### src/shared/cfg_io_consts.svh
/*
 * Parameter addresses, function selection codes, reset values and timing for the
 * configurable drive pin block.
 * Assumes a 16-bit parameter word port and four configurable pins.
 */
`ifndef CFG_IO_CONSTS_SVH
`define CFG_IO_CONSTS_SVH

// Parameter addresses
`define CDIO_ADDR_DIRECT_OUT 16'h0822
`define CDIO_ADDR_READBACK 16'h082a
`define CDIO_ADDR_FUNC_BASE 16'h0722
`define CDIO_ADDR_FUNC_STEP 16'h0002

// Input function codes
`define CDIO_IN_FREE 16'h0001
`define CDIO_IN_FAULT_RESET 16'h0002
`define CDIO_IN_ENABLE 16'h0003
`define CDIO_IN_HALT 16'h0004
`define CDIO_IN_JOG_POS 16'h0009
`define CDIO_IN_JOG_NEG 16'h000a
`define CDIO_IN_JOG_FAST 16'h000b
`define CDIO_IN_REF_SWITCH 16'h0014
`define CDIO_IN_UPPER_STOP 16'h0015
`define CDIO_IN_LOWER_STOP 16'h0016

// Output function codes
`define CDIO_OUT_FREE 16'h0065
`define CDIO_OUT_NO_FAULT 16'h0066
`define CDIO_OUT_ACTIVE 16'h0067

// Pins allowed to carry the end stop functions
`define CDIO_UPPER_STOP_PIN 0
`define CDIO_LOWER_STOP_PIN 1

// Reset values
`define CDIO_RST_DIRECT_OUT 16'h0000
`define CDIO_RST_FUNC_PIN0 16'h0015
`define CDIO_RST_FUNC_PIN1 16'h0016
`define CDIO_RST_FUNC_PIN2 16'h0001
`define CDIO_RST_FUNC_PIN3 16'h0014

// Synchroniser depth
`define CDIO_SYNC_STAGES 2

`endif

### src/shared/cfg_io_pkg.sv
/*
 * Types for the configurable drive pin block.
 * Assumes the constants header is included by the design files that need numbers.
 */
package cfg_io_pkg;

    typedef enum logic [3:0] {
        ROLE_IN_FREE,
        ROLE_FAULT_RESET,
        ROLE_ENABLE,
        ROLE_HALT,
        ROLE_JOG_POS,
        ROLE_JOG_NEG,
        ROLE_JOG_FAST,
        ROLE_REF_SWITCH,
        ROLE_UPPER_STOP,
        ROLE_LOWER_STOP,
        ROLE_OUT_FREE,
        ROLE_OUT_NO_FAULT,
        ROLE_OUT_ACTIVE
    } pin_role_t;

    typedef struct packed {
        logic faultReset;
        logic enable;
        logic halt;
        logic jogPos;
        logic jogNeg;
        logic jogFast;
        logic refSwitch;
        logic upperEndStop;
        logic lowerEndStop;
    } drive_req_t;

    typedef struct packed {
        logic [15:0] addr;
        logic [15:0] wrData;
        logic wr;
        logic rd;
    } param_req_t;

    typedef struct packed {
        logic [15:0] rdData;
        logic rdValid;
        logic err;
    } param_rsp_t;

endpackage

### src/verilog/pin_sync.sv
/*
 * Multi-bit two-flip-flop synchroniser for pin levels.
 * Assumes each bit is an independent level; no word coherence is implied.
 */
`timescale 1ns/1ps
`default_nettype none

module pin_sync #(
    parameter int WIDTH = 4
) (
    input wire logic sys_clk,
    input wire logic rst_n,
    input wire logic [WIDTH-1:0] asyncIn,
    output logic [WIDTH-1:0] syncOut
);

    logic [WIDTH-1:0] stage1;

    // Stage one feeds stage two only, to keep metastability contained
    always_ff @(posedge sys_clk or negedge rst_n)
    begin
        if (!rst_n)
        begin
            stage1 <= '0;
            syncOut <= '0;
        end
        else
        begin
            stage1 <= asyncIn;
            syncOut <= stage1;
        end
    end

endmodule // pin_sync

`default_nettype wire

### src/verilog/configurable_drive_io_functions.sv
/*
 * Function logic behind the configurable pins of a drive: per-pin function
 * selection, input requests toward the drive core, output indications and
 * the parameter words for direct output and level readback.
 * Assumes pins are resolved outside from pinOut/pinOe, and that the drive
 * core signals are synchronous to sys_clk.
 */
`timescale 1ns/1ps
`default_nettype none

`include "cfg_io_consts.svh"

module configurable_drive_io_functions
    import cfg_io_pkg::*;
#(
    parameter int PINS = 4
) (
    input wire logic sys_clk,
    input wire logic rst_n,
    input wire logic [PINS-1:0] pinIn,
    output logic [PINS-1:0] pinOut,
    output logic [PINS-1:0] pinOe,
    input wire param_req_t paramReq,
    output param_rsp_t paramRsp,
    input wire logic faultPresent,
    input wire logic operationEnabled,
    output drive_req_t driveReq
);

    ////////////////////////////////////////////////////////////////////////////
    // Decoding helpers

    // Map a selection code to a role; unknown codes fall back to a free input
    function automatic pin_role_t roleOf(input logic [15:0] code);
        pin_role_t role;
        role = ROLE_IN_FREE;
        unique case (code)
            `CDIO_IN_FAULT_RESET: role = ROLE_FAULT_RESET;
            `CDIO_IN_ENABLE: role = ROLE_ENABLE;
            `CDIO_IN_HALT: role = ROLE_HALT;
            `CDIO_IN_JOG_POS: role = ROLE_JOG_POS;
            `CDIO_IN_JOG_NEG: role = ROLE_JOG_NEG;
            `CDIO_IN_JOG_FAST: role = ROLE_JOG_FAST;
            `CDIO_IN_REF_SWITCH: role = ROLE_REF_SWITCH;
            `CDIO_IN_UPPER_STOP: role = ROLE_UPPER_STOP;
            `CDIO_IN_LOWER_STOP: role = ROLE_LOWER_STOP;
            `CDIO_OUT_FREE: role = ROLE_OUT_FREE;
            `CDIO_OUT_NO_FAULT: role = ROLE_OUT_NO_FAULT;
            `CDIO_OUT_ACTIVE: role = ROLE_OUT_ACTIVE;
            default: role = ROLE_IN_FREE;
        endcase
        return role;
    endfunction

    function automatic logic isOutputRole(input pin_role_t role);
        return (role == ROLE_OUT_FREE) || (role == ROLE_OUT_NO_FAULT)
            || (role == ROLE_OUT_ACTIVE);
    endfunction

    // End stop functions exist only on their dedicated pins
    function automatic logic codeAllowed(input int idx, input logic [15:0] code);
        logic ok;
        ok = 1'b0;
        unique case (code)
            `CDIO_IN_FREE, `CDIO_IN_FAULT_RESET, `CDIO_IN_ENABLE, `CDIO_IN_HALT,
            `CDIO_IN_JOG_POS, `CDIO_IN_JOG_NEG, `CDIO_IN_JOG_FAST,
            `CDIO_IN_REF_SWITCH, `CDIO_OUT_FREE, `CDIO_OUT_NO_FAULT,
            `CDIO_OUT_ACTIVE: ok = 1'b1;
            `CDIO_IN_UPPER_STOP: ok = (idx == `CDIO_UPPER_STOP_PIN);
            `CDIO_IN_LOWER_STOP: ok = (idx == `CDIO_LOWER_STOP_PIN);
            default: ok = 1'b0;
        endcase
        return ok;
    endfunction

    function automatic logic [15:0] funcAddr(input int idx);
        logic [15:0] offs;
        offs = 16'(idx) * `CDIO_ADDR_FUNC_STEP;
        return 16'(`CDIO_ADDR_FUNC_BASE + offs);
    endfunction

    // One decode per address class, shared by the write, read and error paths
    function automatic logic isDirectAddr(input logic [15:0] addr);
        return addr == `CDIO_ADDR_DIRECT_OUT;
    endfunction

    function automatic logic isReadbackAddr(input logic [15:0] addr);
        return addr == `CDIO_ADDR_READBACK;
    endfunction

    function automatic logic isFuncAddr(input logic [15:0] addr, input int idx);
        return addr == funcAddr(idx);
    endfunction

    function automatic logic [15:0] funcReset(input int idx);
        logic [15:0] val;
        val = `CDIO_IN_FREE;
        unique case (idx)
            0: val = `CDIO_RST_FUNC_PIN0;
            1: val = `CDIO_RST_FUNC_PIN1;
            2: val = `CDIO_RST_FUNC_PIN2;
            3: val = `CDIO_RST_FUNC_PIN3;
            default: val = `CDIO_IN_FREE;
        endcase
        return val;
    endfunction

    ////////////////////////////////////////////////////////////////////////////
    // Storage and synchronised pin levels

    logic [15:0] funcSel [PINS];
    logic [15:0] directOut;
    logic [PINS-1:0] pinLevel;
    logic faultResetPrev;
    pin_role_t role [PINS];
    logic [PINS-1:0] funcHit;
    logic addrKnown;
    logic wrReject;
    logic [15:0] next_rdData;
    drive_req_t next_driveReq;
    logic faultResetLevel;

    pin_sync #(
        .WIDTH(PINS)
    ) i_pin_sync (
        .sys_clk(sys_clk),
        .rst_n(rst_n),
        .asyncIn(pinIn),
        .syncOut(pinLevel)
    );

    always_comb
    begin
        for (int i = 0; i < PINS; i++)
        begin
            role[i] = roleOf(funcSel[i]);
            funcHit[i] = isFuncAddr(paramReq.addr, i);
        end
    end

    ////////////////////////////////////////////////////////////////////////////
    // Parameter writes

    always_comb
    begin
        addrKnown = isDirectAddr(paramReq.addr) || isReadbackAddr(paramReq.addr)
            || (|funcHit);
        wrReject = !addrKnown || isReadbackAddr(paramReq.addr);
        for (int i = 0; i < PINS; i++)
        begin
            if (funcHit[i] && !codeAllowed(i, paramReq.wrData))
            begin
                wrReject = 1'b1;
            end
        end
    end

    // The full word is kept even where a pin does not qualify
    always_ff @(posedge sys_clk or negedge rst_n)
    begin
        if (!rst_n)
        begin
            directOut <= `CDIO_RST_DIRECT_OUT;
        end
        else if (paramReq.wr && isDirectAddr(paramReq.addr))
        begin
            directOut <= paramReq.wrData;
        end
    end

    // An illegal code is refused and the old function stays in force
    always_ff @(posedge sys_clk or negedge rst_n)
    begin
        if (!rst_n)
        begin
            for (int i = 0; i < PINS; i++)
            begin
                funcSel[i] <= funcReset(i);
            end
        end
        else if (paramReq.wr && !wrReject)
        begin
            for (int i = 0; i < PINS; i++)
            begin
                if (funcHit[i])
                begin
                    funcSel[i] <= paramReq.wrData;
                end
            end
        end
    end

    ////////////////////////////////////////////////////////////////////////////
    // Parameter reads and error answer

    always_comb
    begin
        next_rdData = 16'h0000;
        if (isDirectAddr(paramReq.addr))
        begin
            next_rdData = directOut;
        end
        else if (isReadbackAddr(paramReq.addr))
        begin
            next_rdData[PINS-1:0] = pinLevel;
        end
        for (int i = 0; i < PINS; i++)
        begin
            if (funcHit[i])
            begin
                next_rdData = funcSel[i];
            end
        end
    end

    always_ff @(posedge sys_clk or negedge rst_n)
    begin
        if (!rst_n)
        begin
            paramRsp <= '0;
        end
        else
        begin
            paramRsp.rdValid <= paramReq.rd;
            paramRsp.rdData <= paramReq.rd ? next_rdData : 16'h0000;
            paramRsp.err <= (paramReq.rd && !addrKnown) || (paramReq.wr && wrReject);
        end
    end

    ////////////////////////////////////////////////////////////////////////////
    // Output pins

    // Enable depends on the function only, never on the direct word
    always_ff @(posedge sys_clk or negedge rst_n)
    begin
        if (!rst_n)
        begin
            pinOe <= '0;
        end
        else
        begin
            for (int i = 0; i < PINS; i++)
            begin
                pinOe[i] <= isOutputRole(role[i]);
            end
        end
    end

    // Direct bits only reach pins whose function is free output
    always_ff @(posedge sys_clk or negedge rst_n)
    begin
        if (!rst_n)
        begin
            pinOut <= '0;
        end
        else
        begin
            for (int i = 0; i < PINS; i++)
            begin
                unique case (role[i])
                    ROLE_OUT_FREE: pinOut[i] <= directOut[i];
                    ROLE_OUT_NO_FAULT: pinOut[i] <= !faultPresent;
                    ROLE_OUT_ACTIVE: pinOut[i] <= operationEnabled;
                    default: pinOut[i] <= 1'b0;
                endcase
            end
        end
    end

    ////////////////////////////////////////////////////////////////////////////
    // Input requests toward the drive core

    // Fault reset pins are gathered apart, since only their rising edge is passed on
    always_comb
    begin
        faultResetLevel = 1'b0;
        for (int i = 0; i < PINS; i++)
        begin
            if (role[i] == ROLE_FAULT_RESET)
            begin
                faultResetLevel = faultResetLevel | pinLevel[i];
            end
        end
    end

    // Several pins on one function are ORed; a free input adds nothing
    always_comb
    begin
        next_driveReq = '0;
        for (int i = 0; i < PINS; i++)
        begin
            unique case (role[i])
                ROLE_ENABLE: next_driveReq.enable |= pinLevel[i];
                ROLE_HALT: next_driveReq.halt |= pinLevel[i];
                ROLE_JOG_POS: next_driveReq.jogPos |= pinLevel[i];
                ROLE_JOG_NEG: next_driveReq.jogNeg |= pinLevel[i];
                ROLE_JOG_FAST: next_driveReq.jogFast |= pinLevel[i];
                ROLE_REF_SWITCH: next_driveReq.refSwitch |= pinLevel[i];
                ROLE_UPPER_STOP: next_driveReq.upperEndStop |= pinLevel[i];
                ROLE_LOWER_STOP: next_driveReq.lowerEndStop |= pinLevel[i];
                default: next_driveReq.faultReset |= 1'b0;
            endcase
        end
        // Edge only, so a held button does not keep clearing new errors
        next_driveReq.faultReset = faultResetLevel && !faultResetPrev;
    end

    always_ff @(posedge sys_clk or negedge rst_n)
    begin
        if (!rst_n)
        begin
            faultResetPrev <= 1'b0;
        end
        else
        begin
            faultResetPrev <= faultResetLevel;
        end
    end

    always_ff @(posedge sys_clk or negedge rst_n)
    begin
        if (!rst_n)
        begin
            driveReq <= '0;
        end
        else
        begin
            driveReq <= next_driveReq;
        end
    end

endmodule // configurable_drive_io_functions

`default_nettype wire

### config.mk
export PLATFORM = sky130hd
export DESIGN_NAME = configurable_drive_io_functions
export DESIGN_NICKNAME = d
export VERILOG_FILES = /design/src/shared/cfg_io_pkg.sv /design/src/verilog/pin_sync.sv /design/src/verilog/configurable_drive_io_functions.sv
export VERILOG_INCLUDE_DIRS = /design/src /design/src/shared
export SDC_FILE = /design/constraint.sdc
export NUM_CORES = 1
export LEC_CHECK = 0
export ABC_AREA = 1
export BUFFER_PORTS_ARGS = -buffer_cell sky130_fd_sc_hd__buf_2
export CAP_MARGIN = 10
export CORE_MARGIN = 3
export CORE_UTILIZATION = 45
export DETAILED_ROUTE_END_ITERATION = 6
export GPL_ROUTABILITY_DRIVEN = 0
export PLACE_DENSITY = 0.68
export SYNTH_ARGS = -nofsm -noshare
export SYNTH_HDL_FRONTEND = slang
export SYNTH_SLANG_ARGS = --single-unit
export TNS_END_PERCENT = 10
### constraint.sdc
create_clock -name sys_clk -period 1.9 [get_ports sys_clk]
set_input_delay 0.19 -clock sys_clk [delete_from_list [all_inputs] [get_ports sys_clk]]
set_output_delay 0.19 -clock sys_clk [all_outputs]
set_load 0.05 [all_outputs]
==> results.py <==
metrics = {
    "logic_synthesis": {
        "synth-edff-count": 0,
        "synthTopCellsByArea": "dfrtp_1 (41%), nand2_1 (14%), nand3_1 (6.7%)",
        "syn_inst": 972,
        "async_reset_ff_frac": 1.00,
        "yosysSeqAreaShare": 0.444,
        "synth_cell_type_count": 39,
        "yosys.area.top_type": "dfrtp_1",
        "syn_nets": 1014,
        "ys.flop_type": "dfrtp_1",
        "yosysWarnings": 0,
        "yosysTopAreaCellShare": 0.410,
        "synth-seq-cells": 124,
        "netlist_area_mm2": 0.00701,
        "syn_avg_cell_area_um2": 7.21,
    },
    "grt": {
        "antenna_found_initial": 0,
        "grt_pass1_vias": 6199,
        "grt_max_degree": 34,
        "grt_pass1_wl_mm": 31.3,
        "grt-ovfl-total": 0,
        "grtUsageTotal": 0.235,
    },
    "die": {
        "die_h_um": 131,
        "die_area_mm2": 0.0171,
        "core_mm2": 0.0149,
        "num_rows": 44,
        "die_width_um": 131,
        "io_pins": 77,
        "start_util": 0.472,
    },
    "worst_setup_path": {
        "worstSetupPathType": "register to register",
        "critPathMaxStageDelay_ns": 0.40,
        "slowest_stage": "dfrtp_1",
        "critPathTopFamily": "simple AND/OR/NAND/NOR gates",
        "cp_num_buf_inv": 2,
        "crit_required_ns": 2.21,
        "critical_path.max_fanout": 5,
        "worstPathArrival_ns": 2.18,
        "start_kind": "register",
        "path_cells": "nor2_1 > nand2_1 > nor2_4 > buf_6 > nand4_1 > nand3_2 > nor2_2 > nand3_1 > nand3_2 > nor2_2 > inv_1",
        "cp-end-kind": "register",
    },
    "timing": {
        "period_share": 0.987,
        "worstMarginPinSlew_ns": 0.451,
        "finalCriticalPeriod_ns": 1.88,
        "timing.fmax_ghz": 0.533,
        "slew_headroom": 0.699,
        "setup_violations": 0,
        "whs_ns": 0.0261,
        "skew_ns": 0.00435,
        "finalHoldViolations": 0,
        "rsz0062_at_grt": "true",
        "slew_viol_final": 0,
        "fin_tns_setup_ns": 0,
    },
    "route": {
        "drtIter0Drc": 721,
        "via_per_inst": 5.34,
        "route.detailed.drc": 0,
        "wire_per_inst_um": 15.2,
        "drt.antenna.violating_nets": 0,
        "num_vias": 6929,
        "totalWireLength_mm": 19.7,
        "dr.pass1.iters": 5,
    },
    "clock_tree": {
        "cts_buffers": 17,
        "clk_pin_slew_worst_paths_ns": 0.06,
        "clockBufferDepth": 2,
        "clock_latency_ns": 0.42,
        "root_buffer": "clkbuf_16",
        "cts_num_sinks": 124,
        "cts_tree": "done",
        "cts_htree_levels": 4,
    },
    "placement": {
        "hpwl_mm": 14.2,
        "dpl_cell_area_mm2": 0.00795,
        "port_buffers": 76,
    },
    "run": {
        "maxCapViolCount": 0,
    },
    "pwr": {
        "cellPowerDensity_mw_per_mm2": 682,
        "irDropWorstVdd_mv": 0.656,
        "internal-power_mw": 4.72,
        "leakage_nw": 5.01,
        "clkPwrFrac": 0.521,
        "p_comb_frac": 0.040,
        "swShare": 0.222,
        "power.share.sequential": 0.439,
        "power.switching_mw": 1.34,
        "finalPower_mw": 6.06,
    },
    "cells_and_area": {
        "fillers": 1371,
        "fin_area_mm2": 0.00889,
        "antenna_cells": 0,
        "syn_to_final_growth_pct": 26.8,
        "fin_util": 0.598,
        "final_layout_size_suffix_gt1_frac": 0.255,
        "fin_nets": 1143,
    },
    "outcome": {
        "status": "finished clean",
    },
    "hold_path": {
        "hold_class": "input pin to register",
    },
}
## stage by stage
stage | setup WS (ns) | std cells
after floorplan | 0.267 | 972
after global placement | -0.0398 | 1256
after detailed placement | -0.0544 | 1256
after CTS | 0.0142 | 1292
after global routing | -0.0694 | 1297
final | 0.0249 | 1297
## power by group through the flow
| stage | Sequential [mW] | Combinational [mW] | Clock (mW) |
|---|---|---|---|
| 3_3_place_gp | 2.71 | 0.230 | 0 |
| 4_1_cts | 2.66 | 0.240 | 3.20 |
| 3_5_place_dp | 2.71 | 0.232 | 0 |
| 6_report | 2.66 | 0.241 | 3.16 |
| 5_1_grt | 2.66 | 0.269 | 3.33 |
| 2_1_floorplan | 2.71 | 0.0687 | 0 |
## metal layers
metal / vias up / share of wire / track usage / routed length, µm
met4: 0 / 0.020 / 0.0684 / 395
met2: 260 / 0.46 / 0.349 / 9050
met3: 31 / 0.065 / 0.0467 / 1280
li1: 3381 / - / - / -
met1: 3257 / 0.46 / 0.348 / 9030
met5: - / 0 / 0 / 0
## worst paths after layout
kind	start	to	slack (ns)	depth (start not counted)
setup / recovery	funcSel[11]	faultResetPrev	0.02	11
hold / removal	paramReq[15]	directOut[13]	0.03	2
setup reg to reg	funcSel[11]	faultResetPrev	0.02	11
hold reg to reg	i_pin_sync.stage1[2]	i_pin_sync.syncOut[2]	0.35	0
max in group asynchronous	rst_n	funcSel[50]	0.97	3
min in group asynchronous	rst_n	funcSel[44]	0.26	2
## cell type report
type / count / area [µm²] / share of cell area
clock buffer: 21 / 460 / 0.0518
sequential: 124 / 3110 / 0.350
timing repair buffer: 143 / 983 / 0.111
clock inverter: 10 / 118 / 0.0132
multi-input combinational: 676 / 3460 / 0.389
tap: 184 / 230 / 0.0259
inverter: 139 / 528 / 0.0594
## cells in the mapped netlist (7+ instances only)
| master | instances |
|---|---|
| dfrtp_1 | 115 |
| nand4_1 | 49 |
| dfstp_2 | 9 |
| o211ai_1 | 7 |
| nor2_1 | 121 |
| nand3_1 | 94 |
| a21oi_1 | 34 |
| o21ai_0 | 48 |
| buf_2 | 8 |
| nor3_1 | 12 |
| nand2_1 | 270 |
| inv_2 | 14 |
| inv_1 | 123 |
| clkbuf_1 | 12 |
## layout by cell type (no fill, tap or decap), types with 4 or more instances in the layout
cell             n
inv_2           15
dfrtp_1        115
nand4_4          4
nor2_4          15
inv_1          122
nand3_1         81
a31oi_1          5
nor3_2           5
nor2_1          88
clkinvlp_4       4
nor2_2          28
dfstp_2          9
buf_6            4
nand2_2         11
a21oi_1         33
nand2_1        259
nor3_1           7
o211ai_1         7
buf_12           6
clkbuf_16       17
o21ai_1          5
nand4_1         49
o21ai_0         43
dlygate4sd3_1    5
buf_2           77
nand3_2         15
buf_4           51
## timing repair
| item | CTS | global route |
|---|---|---|
| setup buffers | 0 | 2 |
| endpoints found under the setup margin | 9 | 14 |
| hold endpoints to repair | 32 | 0 |
| resized for setup | 4 | 85 |
| cloned | 0 | 3 |
| hold buffers | 5 | 0 |
| pin swaps | 0 | 10 |
## cells by family (layout without fill, tap and decap cells)
group                  Yosys count  after routing  synth area share
and+or+nand+nor                571            571             0.370
buffers and inverters          172            313             0.101
DFF                            124            124             0.444
AOI/OAI and AO/OA              101            101            0.0784
muxes                            4              4           0.00625
## state kept, by name (all words and copies together) (netlist names)
| register | cells |
|---|---|
| driveReq | 9 |
| i_pin_sync.stage1 | 4 |
| paramRsp | 18 |
| i_pin_sync.syncOut | 4 |
| directOut | 16 |
| pinOe | 4 |
| funcSel | 64 |
| faultResetPrev | 1 |
| pinOut | 4 |
(Power assumes the default switching activity.)
